===== config.mk =====
export PLATFORM = sky130hd
export DESIGN_NAME = urxp_port
export DESIGN_NICKNAME = d
export VERILOG_FILES = /design/src/design/urxp_port.v /design/src/design/urxp_queue.v
export VERILOG_INCLUDE_DIRS = /design/src /design/src/design
export SDC_FILE = /design/constraint.sdc
export NUM_CORES = 1
export LEC_CHECK = 0
export BUFFER_PORTS_ARGS = -buffer_cell sky130_fd_sc_hd__buf_2
export CAP_MARGIN = 0
export CORE_AREA = 2 2 185 187
export DETAILED_ROUTE_END_ITERATION = 7
export DIE_AREA = 0 0 187 189
export PLACE_DENSITY = 0.7
export SETUP_SLACK_MARGIN = 0.05
export SLEW_MARGIN = 10
export SYNTH_ARGS = -nofsm -noshare
export SYNTH_HDL_FRONTEND = slang
export SYNTH_SLANG_ARGS = --single-unit

===== constraint.sdc =====
create_clock -name ref_clk -period 5.5 [get_ports ref_clk]
set_input_delay 1.65 -clock ref_clk [delete_from_list [all_inputs] [get_ports ref_clk]]
set_output_delay 1.65 -clock ref_clk [all_outputs]
set_load 0.02 [all_outputs]

===== src/design/urxp_map.vh =====
// Constants for the receive word port: offsets, field positions, sizes.
// Assumes inclusion by the port logic and the queue; holds definitions only.
`ifndef URXP_MAP_VH
`define URXP_MAP_VH

// ==========================================================
// Address decode
`define URXP_BASE_ADDR 32'h00206000
`define URXP_ALIAS_MASK 32'hffffffc3
`define URXP_IRQ_STAT_ADDR 32'h00206100
`define URXP_IRQ_MASK_ADDR 32'h00206104
`define URXP_CTRL_ADDR 32'h00206108

// ==========================================================
// Field positions of the receive word
`define URXP_VALID_BIT 15
`define URXP_ERR_BIT 14
`define URXP_OVR_BIT 13
`define URXP_FRM_BIT 12
`define URXP_BRK_BIT 11
`define URXP_PAR_BIT 10
`define URXP_MSB_BIT 7

// ==========================================================
// Control register bits
`define URXP_CTRL_RXON 0
`define URXP_CTRL_PAREN 1
`define URXP_CTRL_ODD 2
`define URXP_CTRL_EIGHT 3
`define URXP_CTRL_RESET 4'h0

// ==========================================================
// Interrupt status bits
`define URXP_IRQ_AVAIL 0
`define URXP_IRQ_OVR 1
`define URXP_IRQ_ERR 2
`define URXP_IRQ_W 3

// ==========================================================
// Queue geometry
`define URXP_DEPTH 32
`define URXP_PTR_W 5
`define URXP_CNT_W 6
`define URXP_ENTRY_W 13
`define URXP_ZERO32 32'h00000000
`define URXP_ONE_CNT 6'h01
`define URXP_ONE_PTR 5'h01
`define URXP_FULL_CNT 6'h20
`define URXP_LAST_CNT 6'h1f

`endif


===== src/design/urxp_port.v =====
// Receive word port: queue of received characters read over APB.
// Assumes a receiver on ref_clk delivering one-cycle character strobes.
`timescale 1ns/1ps
`include "urxp_map.vh"

// Operation
// RULE1 - read-only port, character plus status flags
// RULE2 - sixteen word aliases all return port
// RULE3 - valid flag zero until first character
// RULE4 - upper sixteen bits always read zero
// RULE5 - valid set; empty read returns stale, cleared
// RULE6 - error summary ORs the four faults
// RULE7 - full queue drops new, flags last stored
// RULE8 - overrun on 32nd entry, drop until read
// RULE9 - software must keep pace with data
// RULE10 - framing flag for missing stop bit
// RULE11 - break sets framing, parity if odd
// RULE12 - parity flag, zero when parity disabled
// RULE13 - data low byte, bit 7 zero seven-bit
// RULE14 - each non-empty read pops one entry
module urxp_port (
   ref_clk, // Peripheral clock, 100 MHz
   rst_n, // Synchronous reset, active low
   psel, // APB select
   penable, // APB enable
   pwrite, // APB direction
   paddr, // APB address
   pwdata, // APB write data
   prdata, // APB read data
   pready, // APB ready
   pslverr, // APB error
   rx_strobe, // Receiver character strobe
   rx_char, // Receiver character
   rx_stop_bad, // Stop bit missing
   rx_par_bad, // Parity mismatch seen
   irq // Level interrupt
);
   input wire ref_clk; // Clock
   input wire rst_n; // Reset
   input wire psel; // Select
   input wire penable; // Enable
   input wire pwrite; // Write
   input wire [31:0] paddr; // Address
   input wire [31:0] pwdata; // Write data
   output reg [31:0] prdata; // Read data
   output reg pready; // Ready
   output reg pslverr; // Error
   input wire rx_strobe; // Char strobe
   input wire [7:0] rx_char; // Char bits
   input wire rx_stop_bad; // Framing fault
   input wire rx_par_bad; // Parity fault
   output reg irq; // Interrupt

   // ==========================================================
   // Registers
   reg [3:0] ctrl_q; // Receiver on, parity enable, odd, eight-bit
   reg [`URXP_IRQ_W-1:0] ist_q; // Sticky interrupt status
   reg [`URXP_IRQ_W-1:0] imask_q; // Interrupt mask
   reg [15:0] last_q; // Last word returned, replayed when empty
   reg valid_q; // Any character ever read out since reset
   reg dropping_q; // Queue full, new characters dropped

   // ==========================================================
   // Access decode
   wire setup = psel && !penable; // First cycle of a transfer
   wire hit_port = (paddr & `URXP_ALIAS_MASK) == `URXP_BASE_ADDR; // [RULE2]
   wire hit_ist = paddr == `URXP_IRQ_STAT_ADDR;
   wire hit_imask = paddr == `URXP_IRQ_MASK_ADDR;
   wire hit_ctrl = paddr == `URXP_CTRL_ADDR;
   wire hit_any = hit_port || hit_ist || hit_imask || hit_ctrl;
   // Action happens once, at the setup cycle; the answer follows next edge
   wire rd_port = setup && !pwrite && hit_port;
   wire wr_ok = setup && pwrite;

   // ==========================================================
   // Character formation from the receiver
   wire [`URXP_ENTRY_W-1:0] head;
   wire [`URXP_CNT_W-1:0] level;
   wire q_empty = level == {`URXP_CNT_W{1'b0}};
   wire q_full = level == `URXP_FULL_CNT;
   wire is_brk = rx_char == 8'h00 && rx_stop_bad; // Data and stop all zero [RULE11]
   wire [7:0] data_in = ctrl_q[`URXP_CTRL_EIGHT] ? rx_char :
      {1'b0, rx_char[6:0]}; // [RULE13]
   wire frm_in = rx_stop_bad || is_brk; // [RULE10] [RULE11]
   wire par_in = ctrl_q[`URXP_CTRL_PAREN] &&
      (rx_par_bad || (is_brk && ctrl_q[`URXP_CTRL_ODD])); // [RULE12] [RULE11]
   wire take = rx_strobe && ctrl_q[`URXP_CTRL_RXON];
   wire pop = rd_port && !q_empty; // [RULE14]
   // A full queue is always dropping, so a pop in the same cycle does not save the char
   wire room = !dropping_q && (!q_full || pop);
   wire push = take && room; // Full queue never overwrites [RULE7]
   // Overrun marks the entry that leaves 32 held, a pop in the same cycle included [RULE8]
   wire ovr_in = pop ? q_full : (level == `URXP_LAST_CNT);
   wire [`URXP_ENTRY_W-1:0] entry = {ovr_in, frm_in, is_brk, par_in, 1'b0, data_in};

   urxp_queue u_queue (
      .ref_clk(ref_clk),
      .rst_n(rst_n),
      .push(push),
      .push_data(entry),
      .pop(pop),
      .head_data(head),
      .count(level)
   );

   // Word presented for the oldest entry; summary bit rebuilt per char
   wire h_ovr = head[12];
   wire h_frm = head[11];
   wire h_brk = head[10];
   wire h_par = head[9];
   wire h_err = h_ovr || h_frm || h_brk || h_par; // [RULE6]
   wire [15:0] fresh_word;
   assign fresh_word = {1'b1, h_err, h_ovr, h_frm, h_brk, h_par, 2'b00,
      head[7:0]}; // [RULE5]

   // ==========================================================
   // Stale word: same bits, valid flag cleared
   wire [15:0] stale_word = last_q & ~(16'h0001 << `URXP_VALID_BIT); // [RULE5]

   // ==========================================================
   // Last word and drop state
   always @(posedge ref_clk) begin
      if (!rst_n) begin
         last_q <= 16'h0000; // Valid flag reads zero until a char [RULE3]
         valid_q <= 1'b0;
         dropping_q <= 1'b0;
      end else begin
         if (pop) begin
            last_q <= fresh_word; // [RULE14]
            valid_q <= 1'b1;
         end
         // Dropping ends with a read, starts when the last place fills
         if (pop) begin
            dropping_q <= 1'b0; // [RULE8]
         end else if (push && ovr_in) begin
            dropping_q <= 1'b1; // [RULE8]
         end
      end
   end

   // ==========================================================
   // Control, mask and sticky status; set wins over clear
   wire [`URXP_IRQ_W-1:0] ev;
   assign ev = {push && (frm_in || par_in || ovr_in), push && ovr_in, push};
   always @(posedge ref_clk) begin
      if (!rst_n) begin
         ctrl_q <= `URXP_CTRL_RESET;
         imask_q <= {`URXP_IRQ_W{1'b0}};
         ist_q <= {`URXP_IRQ_W{1'b0}};
      end else begin
         if (wr_ok && hit_ctrl) begin
            ctrl_q <= pwdata[3:0];
         end
         if (wr_ok && hit_imask) begin
            imask_q <= pwdata[`URXP_IRQ_W-1:0];
         end
         if (wr_ok && hit_ist) begin
            ist_q <= (ist_q & ~pwdata[`URXP_IRQ_W-1:0]) | ev;
         end else begin
            ist_q <= ist_q | ev;
         end
      end
   end

   // ==========================================================
   // APB answer: registered, one cycle after setup
   always @(posedge ref_clk) begin
      if (!rst_n) begin
         prdata <= `URXP_ZERO32;
         pready <= 1'b0;
         pslverr <= 1'b0;
         irq <= 1'b0;
      end else begin
         irq <= |(ist_q & imask_q);
         pready <= setup;
         // Unmapped address, or a write to the read-only port [RULE1]
         pslverr <= setup && (!hit_any || (pwrite && hit_port));
         if (setup && !pwrite) begin
            if (hit_port) begin
               // Upper half always zero [RULE4]
               prdata <= {16'h0000, q_empty ? stale_word : fresh_word};
            end else if (hit_ist) begin
               prdata <= {{(32-`URXP_IRQ_W){1'b0}}, ist_q};
            end else if (hit_imask) begin
               prdata <= {{(32-`URXP_IRQ_W){1'b0}}, imask_q};
            end else if (hit_ctrl) begin
               prdata <= {28'h0000000, ctrl_q};
            end else begin
               prdata <= `URXP_ZERO32;
            end
         end else if (!setup) begin
            prdata <= `URXP_ZERO32;
         end
      end
   end
endmodule // urxp_port


===== src/design/urxp_queue.v =====
// Receive queue storage: 32 entries of character plus flags.
// Assumes the caller never pushes when full and never pops when empty.
`timescale 1ns/1ps
`include "urxp_map.vh"

module urxp_queue (
   ref_clk, // Peripheral clock
   rst_n, // Synchronous reset, active low
   push, // Store one entry
   push_data, // Entry to store
   pop, // Remove oldest entry
   head_data, // Oldest entry
   count // Entries held
);
   input wire ref_clk; // Peripheral clock
   input wire rst_n; // Reset
   input wire push; // Store strobe
   input wire [`URXP_ENTRY_W-1:0] push_data; // Data in
   input wire pop; // Remove strobe
   output wire [`URXP_ENTRY_W-1:0] head_data; // Data out
   output wire [`URXP_CNT_W-1:0] count; // Fill level

   // Storage array, no reset needed on data
   reg [`URXP_ENTRY_W-1:0] mem [0:`URXP_DEPTH-1];
   reg [`URXP_PTR_W-1:0] wr_q; // Write pointer
   reg [`URXP_PTR_W-1:0] rd_q; // Read pointer
   reg [`URXP_CNT_W-1:0] cnt_q; // Level

   assign head_data = mem[rd_q];
   assign count = cnt_q;

   // ==========================================================
   // Write side
   always @(posedge ref_clk) begin
      if (push) begin
         mem[wr_q] <= push_data;
      end
   end

   // ==========================================================
   // Pointers and level
   always @(posedge ref_clk) begin
      if (!rst_n) begin
         wr_q <= {`URXP_PTR_W{1'b0}};
         rd_q <= {`URXP_PTR_W{1'b0}};
         cnt_q <= {`URXP_CNT_W{1'b0}};
      end else begin
         if (push) begin
            wr_q <= wr_q + `URXP_ONE_PTR;
         end
         if (pop) begin
            rd_q <= rd_q + `URXP_ONE_PTR;
         end
         // Simultaneous push and pop leaves the level alone
         if (push && !pop) begin
            cnt_q <= cnt_q + `URXP_ONE_CNT;
         end else if (pop && !push) begin
            cnt_q <= cnt_q - `URXP_ONE_CNT;
         end
      end
   end
endmodule // urxp_queue


==> flow_metrics.env, run 1 <==
export IMPL_total_negative_slack_ns=0
export IMPL_drive_gt1_share_pct=25.4
export IMPL_post_route_period_util_pct=81.7
export IMPL_syn_mean_instance_area_um2=17.5
export IMPL_cp_num_buf_inv=3
export IMPL_p_switching_mw=1.26
export IMPL_rsz0062_at_grt="false"
export IMPL_holdBufCountCts=0
export IMPL_gr_total_overflow=0
export IMPL_vdd_ir_drop_worst_mv=0.281
export IMPL_antenna_violating_nets_post_route=0
export IMPL_ys_dominant_reg_cell="edfxtp_1"
export IMPL_power_share_sequential_pct=55.2
export IMPL_design_die_area_um2=35300
export IMPL_synth_edff_count=384
export IMPL_p_leak_nw=6.22
export IMPL_antenna_diode_count=0
export IMPL_initial_core_util_pct=53.4
export IMPL_port_buffer_count=68
export IMPL_path_delay_family="simple AND/OR/NAND/NOR gates"
export IMPL_cts_htree_levels=2
export IMPL_place_detailed_hpwl_mm=23.9
export IMPL_hold_path_endpoint="prdata[11]"
export IMPL_worstSetupPathType="in -> reg"
export IMPL_ys_warn_count=0
export IMPL_drcViolationCount=0
export IMPL_post_cts_resized_instances=0
export IMPL_layout_nets=1220
export IMPL_clkSlewWorstSetupHoldPaths_ns=0.06
export IMPL_cts_num_sinks=446
export IMPL_maxSlewHeadroom_pct=35.5
export IMPL_ctsLongestPathBuffers=3
export IMPL_worst_r2r_cell_count=14
export IMPL_numCtsBuffers=45
export IMPL_placementRows=67
export IMPL_via_to_cell_ratio=5.90
export IMPL_height_of_the_die_um=189
export IMPL_share_comb_of_total_power_pct=1.2
export IMPL_total_routed_length_mm=38.2
export IMPL_max_cap_violations=0
export IMPL_required_ns=5.96
export IMPL_initialDrtViolationCount=826
export IMPL_status="completed"
export IMPL_setup_slack_of_the_most_critical_reg_to_reg_path_ns=1.59
export IMPL_worst_path_max_delay_cell="and4_1"
export IMPL_hold_path_depth=2
export IMPL_tritoncts="built"
export IMPL_groute_usage_overall_pct=21.9
export IMPL_post_cts_setup_buffer_count=0
export IMPL_grt_pass1_vias=9386
export IMPL_async_flop_share_pct=0
export IMPL_clock_root_buffer="clkbuf_16"
export IMPL_cp_arrival_ns=4.96
export IMPL_cp_cell_sequence="buf_2 -> nor4_1 -> and4_1 -> nand4_2 -> nor2_2 -> inv_1 -> ha_1 -> inv_1 -> ha_1 -> a21o_1 -> a21oi_1 -> o21bai_1 -> a21oi_1 -> xnor2_1 -> or3_1 -> a21oi_1"
export IMPL_vias=9516
export IMPL_core_area_um2=33300
export IMPL_io_pin_count=115
export IMPL_min_delay_startpoint="prdata[11]"
export IMPL_max_slew_worst_pin_slew_ns=0.968
export IMPL_r2r_end="u_queue.count[5]"
export IMPL_most_common_layout_cells="edfxtp_1, nor2_1, mux4_2"
export IMPL_clock_skew_ns=0.0154
export IMPL_worstReg2RegStart="u_queue.count[0]"
export IMPL_setup_viol=0
export IMPL_worstSetupEndpointType="flop"
export IMPL_insertion_delay_ns=0.54
export IMPL_drt_first_pass_iters=5
export IMPL_postSynthCellCount=1015
export IMPL_timing_critical_path_from_type="primary input"
export IMPL_postSynthRegisterBits=446
export IMPL_grt_max_degree=59
export IMPL_critical_path_top_cell_by_count="a21oi_1"
export IMPL_routabilityCongestion=0.818
export IMPL_synth_distinct_cells=62
export IMPL_hold_crit_class="reg -> reg"
export IMPL_dieWidth_um=187
export IMPL_synth_seq_area_share_pct=71.8
export IMPL_fmax_mhz=223
export IMPL_initial_antenna_violation_count=0
export IMPL_period_needed_ns=4.49
export IMPL_internal_pwr_total_mw=5.35
export IMPL_most_frequent_standard_cell_in_the_layout_excluding_fill_and_tap_cells="edfxtp_1"
export IMPL_finalHoldViolations=0
export IMPL_wl_per_cell_um=23.7
export IMPL_number_of_slew_limit_violations_in_the_final_report=0
export IMPL_post_synth_instance_area_um2=17800
export IMPL_timing_critical_path_slowest_cell_delay_ns=0.33
export IMPL_grt_pass1_wl_mm=57.7
export IMPL_fin_total_pwr_mw=6.62
export IMPL_switching_share_pct=19.1
export IMPL_cp_max_fo=12
export IMPL_pwr_density_cell_nw_per_um2=328
export IMPL_clock_network_power_share_pct=43.6
export IMPL_area_delta_synth_final_pct=13.3
## per-layer routing
metal / global-route usage (%) / part of all wire [%] / vias to the layer above
li1: - / - / 4230
met1: 30.6 / 42 / 4827
met2: 35.5 / 48 / 401
met3: 4.00 / 7.6 / 58
met4: 6.78 / 2.5 / 0
met5: 0 / 0 / -
## state kept, by name (all words and copies together) (netlist names), named ones only
name,cells
ctrl_q,4
ist_q,3
irq,1
u_queue.count,6
last_q,13
pready,1
u_queue.wr_q,5
u_queue.mem,384
prdata,14
imask_q,3
pslverr,1
dropping_q,1
u_queue.rd_q,5
## Yosys cell counts (all sizes together), types with 13 or more instances
cell type | number | area [µm²]
a211oi | 13 | 103
dfxtp | 62 | 1240
nor2 | 93 | 352
edfxtp | 384 | 11500
mux4 | 89 | 2000
a21oi | 21 | 105
buf | 47 | 308
clkbuf | 19 | 71.3
nand2 | 48 | 180
mux2i | 41 | 410
o21ai | 24 | 120
a22oi | 14 | 105
## worst reg2reg max path: cells and delay by family, from the launching register on
family / cells / cell delay [ns]
adder cells (fa/ha/maj): 2 / 0.56
AND/OR/NAND/NOR: 4 / 1.53
XOR/XNOR: 1 / 0.09
buffers and inverters: 2 / 0.49
AO/OA/AOI/OAI: 5 / 0.81
flip-flops: 1 / 0.37
## layout make-up
class,count,area [µm²]
Tap cell,448,561
Timing Repair Buffer,116,701
Clock inverter,21,154
Fill cell,2394,13100
Sequential cell,446,12800
Clock buffer,63,1250
Inverter,12,45.0
Multi-Input combinational cell,508,4660
## worst max path at each step
stage / slack (ns) / cells after the start / start / to
final: 1.01 / 16 / paddr[17] / u_queue.count[5]
after global placement: 0.55 / 16 / paddr[17] / u_queue.count[5]
after detailed placement: 0.43 / 16 / paddr[17] / u_queue.count[5]
after global routing: 0.76 / 16 / paddr[17] / u_queue.count[5]
after CTS: 0.98 / 16 / paddr[17] / u_queue.count[5]
after floorplan: 0.19 / 5 / rx_char[2] / u_queue.mem[0][8]
## logic make-up (layout without fill, tap and decap cells)
logic type	Yosys count	in the layout	share of synthesized area, %
flip-flops	446	446	71.8
other	1	18	0.0211
AO/OA/AOI/OAI	118	118	4.62
XOR/XNOR	13	13	0.640
AND/OR/NAND/NOR	207	207	5.42
multiplexers	141	141	14.3
buffers and inverters	78	212	2.39
adder cells (fa/ha/maj)	11	11	0.816
## metrics by stage
stage / instance area [µm²] / setup WS, ns / instances / util (%) / hold slack (ns)
after floorplan: 17800 / 0.193 / 1032 / - / 0.434
after global placement: 18700 / 0.552 / 1530 / 56.3 / 0.438
after detailed placement: 18700 / 0.430 / 1530 / 56.3 / 0.440
after CTS: 20200 / 0.980 / 1614 / 60.5 / 0.448
after global routing: 20200 / 0.761 / 1614 / 60.6 / 0.469
final: 20200 / 1.01 / 1614 / 60.6 / 0.443
## power groups by stage
stage / sequential (mW) / clock [mW] / combinational (mW)
2_1_floorplan: 3.73 / 0 / 0.0345
5_1_grt: 3.65 / 3.08 / 0.0882
4_1_cts: 3.65 / 2.94 / 0.0808
6_report: 3.65 / 2.88 / 0.0815
3_5_place_dp: 3.72 / 0 / 0.0805
3_3_place_gp: 3.72 / 0 / 0.0773
(Power assumes the default switching activity.)
==> run 2: changes to the inputs <==
Clock period 5.5 ns to 3.7 ns, I/O delays scaled along.
==> flow_metrics.env, run 2 (same netlist as run 1, synthesis figures left out) <==
export IMPL_fin_util_pct=62.9
export IMPL_worst_path_max_delay_cell="or3_1"
export IMPL_grt_pass1_vias=9688
export IMPL_grt_max_degree=53
export IMPL_pre_cts_ws_ns=-0.217
export IMPL_fmax_mhz=296
export IMPL_pwr_density_cell_nw_per_um2=482
export IMPL_most_common_layout_cells="edfxtp_1, nor2_1, mux4_2"
export IMPL_p_leak_nw=6.55
export IMPL_antenna_diode_count=0
export IMPL_setup_viol=0
export IMPL_max_cap_violations=0
export IMPL_initial_antenna_violation_count=2
export IMPL_post_cts_resized_instances=0
export IMPL_tritoncts="built"
export IMPL_io_pin_count=115
export IMPL_finalNonFillerCells=1654
export IMPL_timing_critical_path_from_type="primary input"
export IMPL_drcViolationCount=0
export IMPL_via_to_cell_ratio=5.87
export IMPL_timing_critical_path_slowest_cell_delay_ns=0.36
export IMPL_drive_gt1_share_pct=28.9
export IMPL_cp_cell_sequence="buf_2 -> nor4_1 -> and4_2 -> nand4_4 -> a211oi_2 -> ha_4 -> inv_4 -> ha_4 -> a21o_1 -> a21oi_2 -> o21bai_1 -> a21oi_1 -> xnor2_1 -> or3_1 -> a21oi_1"
export IMPL_holdBufCountCts=0
export IMPL_place_detailed_hpwl_mm=25.9
export IMPL_clkSlewWorstSetupHoldPaths_ns=0.06
export IMPL_placementRows=67
export IMPL_cts_htree_levels=2
export IMPL_drt_first_pass_iters=5
export IMPL_largest_registers_ranked_by_flip_flop_count="u_queue.mem x384, prdata x14, last_q x13"
export IMPL_dieWidth_um=187
export IMPL_number_of_slew_limit_violations_in_the_final_report=0
export IMPL_period_needed_ns=3.38
export IMPL_initialDrtViolationCount=841
export IMPL_max_flop_register="u_queue.mem"
export IMPL_rsz0062_at_grt="false"
export IMPL_max_slew_worst_pin_slew_ns=0.832
export IMPL_wl_per_cell_um=23.9
export IMPL_cp_max_fo=4
export IMPL_post_cts_setup_buffer_count=0
export IMPL_worstSetupPathType="in -> reg"
export IMPL_clock_root_buffer="clkbuf_16"
export IMPL_final_design_area_no_fill_um2=20900
export IMPL_grt_pass1_wl_mm=59.8
export IMPL_hold_slack_ns=0.447
export IMPL_gr_total_overflow=0
export IMPL_post_place_cells=1574
export IMPL_antenna_violating_nets_post_route=0
export IMPL_design_die_area_um2=35300
export IMPL_total_routed_length_mm=39.6
export IMPL_max_ffs_per_register=384
export IMPL_layout_nets=1263
export IMPL_fillCellCount=2334
export IMPL_numCtsBuffers=44
export IMPL_finalHoldViolations=0
export IMPL_worstSetupEndpointType="flop"
export IMPL_clock_skew_ns=0.0179
export IMPL_status="completed"
export IMPL_maxSlewHeadroom_pct=44.5
export IMPL_post_route_period_util_pct=91.3
export IMPL_core_area_um2=33300
export IMPL_vdd_ir_drop_worst_mv=0.360
export IMPL_cts_num_sinks=446
export IMPL_final_setup_worst_slack_ns=0.320
export IMPL_hold_crit_class="reg -> reg"
export IMPL_most_frequent_standard_cell_in_the_layout_excluding_fill_and_tap_cells="edfxtp_1"
export IMPL_ctsLongestPathBuffers=3
export IMPL_height_of_the_die_um=189
export IMPL_insertion_delay_ns=0.55
export IMPL_cp_arrival_ns=3.85
export IMPL_vias=9715
export IMPL_required_ns=4.17
export IMPL_area_delta_synth_final_pct=17.7
export IMPL_groute_usage_overall_pct=22.9
export IMPL_initial_core_util_pct=53.4
export IMPL_routabilityCongestion=0.829
export IMPL_port_buffer_count=68
export IMPL_placedInstanceArea_um2=19400
run 2: worst max-delay path: cells and delay by family:
kind / cells / cell delay [ns]
compound gates: 6 / 0.99
xor+xnor: 1 / 0.11
fa+ha+maj: 2 / 0.40
buf+inv: 2 / 0.15
simple gates: 4 / 1.08
run 2: area by class of cell:
cell class	instances	area, µm²	share of cell area, %
clock buffer	52	1190	5.70
clock inverter	28	294	1.40
inverter	12	47.5	0.227
multi-input combinational	508	4710	22.5
sequential	446	12800	61.1
tap	448	561	2.68
timing repair buffer	160	1340	6.42
run 2: final timing paths:
path                   from          endpoint  slack (ns)  depth (start not counted)
setup / recovery   paddr[6]  u_queue.count[5]        0.32                         15
hold / removal    prdata[1]         prdata[1]        0.45                          2
setup reg to reg       flop        last_q[14]        0.58                          6
hold reg to reg   prdata[1]         prdata[1]        0.45                          2
run 2: power breakdown:
group | total (mW) | internal [mW] | switching [mW]
sequential | 5.43 | 5.43 | 0.000159
clock | 4.54 | 2.72 | 1.82
combinational | 0.130 | 0.0327 | 0.0969
run 2: routing by layer:
layer / GRT usage [%] / share of wire (%) / vias to the layer above
li1: - / - / 4311
met1: 30.9 / 41 / 4927
met2: 38.1 / 49 / 403
met3: 4.04 / 6.8 / 72
met4: 7.45 / 2.7 / 2
met5: 0 / 0.033 / -
run 2: stage by stage:
step	power [mW]	TNS, ns
2_1_floorplan	5.59	-0.0561
3_3_place_gp	5.66	-0.232
3_5_place_dp	5.66	-0.367
4_1_cts	10.2	0
5_1_grt	10.4	0
6_report	10.1	0
==> run 3: changes to the inputs <==
Settings changed: CORE_AREA 2 2 185 187 to 2 2 191 193, DIE_AREA 0 0 187 189 to 0 0 193 195, PLACE_DENSITY 0.7 to 0.72, SYNTH_HIERARCHICAL set to 1.
==> flow_metrics.env, run 3 <==
export IMPL_largest_registers_ranked_by_flip_flop_count="u_queue/mem x384, prdata x14, last_q x13"
export IMPL_fin_util_pct=60.1
export IMPL_vdd_ir_drop_worst_mv=0.416
export IMPL_worstSetupEndpointType="flop"
export IMPL_finalHoldViolations=0
export IMPL_most_frequent_standard_cell_in_the_layout_excluding_fill_and_tap_cells="edfxtp_1"
export IMPL_fin_total_pwr_mw=10.4
export IMPL_antenna_diode_count=0
export IMPL_p_leak_nw=6.73
export IMPL_antenna_violating_nets_post_route=0
export IMPL_postSynthCellCount=1086
export IMPL_io_pin_count=115
export IMPL_insertion_delay_ns=0.57
export IMPL_most_common_layout_cells="edfxtp_1, mux2i_1, buf_2"
export IMPL_ctsLongestPathBuffers=3
export IMPL_syn_mean_instance_area_um2=16.8
export IMPL_groute_usage_overall_pct=21.5
export IMPL_worstSetupPathType="reg -> reg"
export IMPL_clkSlewWorstSetupHoldPaths_ns=0.06
export IMPL_cp_max_fo=17
export IMPL_timing_critical_path_from_type="flop"
export IMPL_setup_viol=0
export IMPL_drcViolationCount=0
export IMPL_via_to_cell_ratio=5.85
export IMPL_max_flop_register="u_queue/mem"
export IMPL_fmax_mhz=303
export IMPL_routabilityCongestion=0.860
export IMPL_grt_pass1_wl_mm=59.6
export IMPL_core_area_um2=35400
export IMPL_initial_antenna_violation_count=1
export IMPL_vias=10044
export IMPL_worst_path_max_delay_cell="dfxtp_4"
export IMPL_max_ffs_per_register=384
export IMPL_dieWidth_um=193
export IMPL_placementRows=69
export IMPL_holdBufCountCts=0
export IMPL_cp_cell_sequence="mux4_2 -> a22o_1 -> a221oi_1 -> nand3_1 -> or4_1 -> mux2i_1 -> a2bb2oi_1 -> nor2_1"
export IMPL_clock_root_buffer="clkbuf_16"
export IMPL_number_of_slew_limit_violations_in_the_final_report=0
export IMPL_total_routed_length_mm=40.2
export IMPL_height_of_the_die_um=195
export IMPL_initialDrtViolationCount=896
export IMPL_min_delay_startpoint="prdata[11]"
export IMPL_clock_skew_ns=0.0202
export IMPL_maxSlewHeadroom_pct=29.2
export IMPL_numCtsBuffers=46
export IMPL_path_delay_family="compound AO/OA/AOI/OAI gates"
export IMPL_cts_num_sinks=446
export IMPL_grt_max_degree=64
export IMPL_initial_core_util_pct=51.4
export IMPL_hold_slack_ns=0.480
export IMPL_post_synth_instance_area_um2=18200
export IMPL_hold_crit_class="reg -> reg"
export IMPL_ys_warn_count=6
export IMPL_gr_total_overflow=0
export IMPL_tritoncts="built"
export IMPL_design_die_area_um2=37600
export IMPL_grt_pass1_vias=9989
export IMPL_layout_nets=1310
export IMPL_pwr_density_cell_nw_per_um2=488
export IMPL_timing_critical_path_slowest_cell_delay_ns=0.59
export IMPL_area_delta_synth_final_pct=16.9
export IMPL_drt_first_pass_iters=5
export IMPL_cp_num_buf_inv=0
export IMPL_max_slew_worst_pin_slew_ns=1.06
export IMPL_rsz0062_at_grt="false"
export IMPL_status="completed"
export IMPL_wl_per_cell_um=23.4
export IMPL_port_buffer_count=68
export IMPL_cp_arrival_ns=3.72
export IMPL_required_ns=4.11
export IMPL_cts_htree_levels=2
export IMPL_max_cap_violations=0
export IMPL_drive_gt1_share_pct=24.2
export IMPL_period_needed_ns=3.30
export IMPL_place_detailed_hpwl_mm=24.7
export IMPL_post_route_period_util_pct=89.3
## run 3: area by class of cell
| cell class | count | area, µm² |
|---|---|---|
| inverters | 11 | 43.8 |
| fillers | 2554 | 14100 |
| repair buffers | 146 | 1190 |
| clock buffers | 57 | 1230 |
| flip-flops and latches | 446 | 12800 |
| multi-input cells | 568 | 5070 |
| well taps | 461 | 577 |
| clock inverters | 29 | 368 |
## run 3: final timing paths
| kind | endpoint | slack (ns) | depth (start not counted) |
|---|---|---|---|
| setup / recovery | prdata[14] | 0.40 | 8 |
| hold / removal | prdata[11] | 0.48 | 2 |
| setup reg to reg | prdata[14] | 0.40 | 8 |
| hold reg to reg | prdata[11] | 0.48 | 2 |
## run 3: power breakdown
| group | total (mW) | leakage, nW | internal (mW) | switching [mW] |
|---|---|---|---|---|
| logic | 0.144 | 2.28 | 0.0360 | 0.108 |
| registers | 5.43 | 3.68 | 5.43 | 0.000232 |
| clock network | 4.81 | 0.770 | 2.93 | 1.88 |
| total | 10.4 | 6.73 | 8.40 | 1.99 |
## run 3: per-stage QoR
step	worst slack, ns	cells	cell area, µm²	TNS (ns)
after global routing	0.218	1718	21300	0
after floorplan	-0.0642	1103	18400	-12.81
after CTS	0.269	1717	21200	0
after global placement	0.0494	1631	19600	0
after detailed placement	-0.0108	1631	19600	-0.0108
final	0.396	1718	21300	0
## run 3: what timing repair did
item                       4_1_cts  5_1_grt
resized for setup                0        0
buffers inserted                 0        1
setup endpoints to repair        0        1
## run 3: tightest hold or removal path, stage by stage, from the launching register on
cell,delay [ns]
dfxtp_1,0.32
a2bb2oi_1,0.06
nor2_1,0.07
## run 3: per-layer routing
metal | track usage, % | up-vias | share of wire (%)
li1 | - | 4547 | -
met1 | 28.7 | 5094 | 41
met2 | 35.9 | 329 | 51
met3 | 3.34 | 74 | 5.2
met4 | 8.14 | 0 | 3.4
met5 | 0 | - | 0
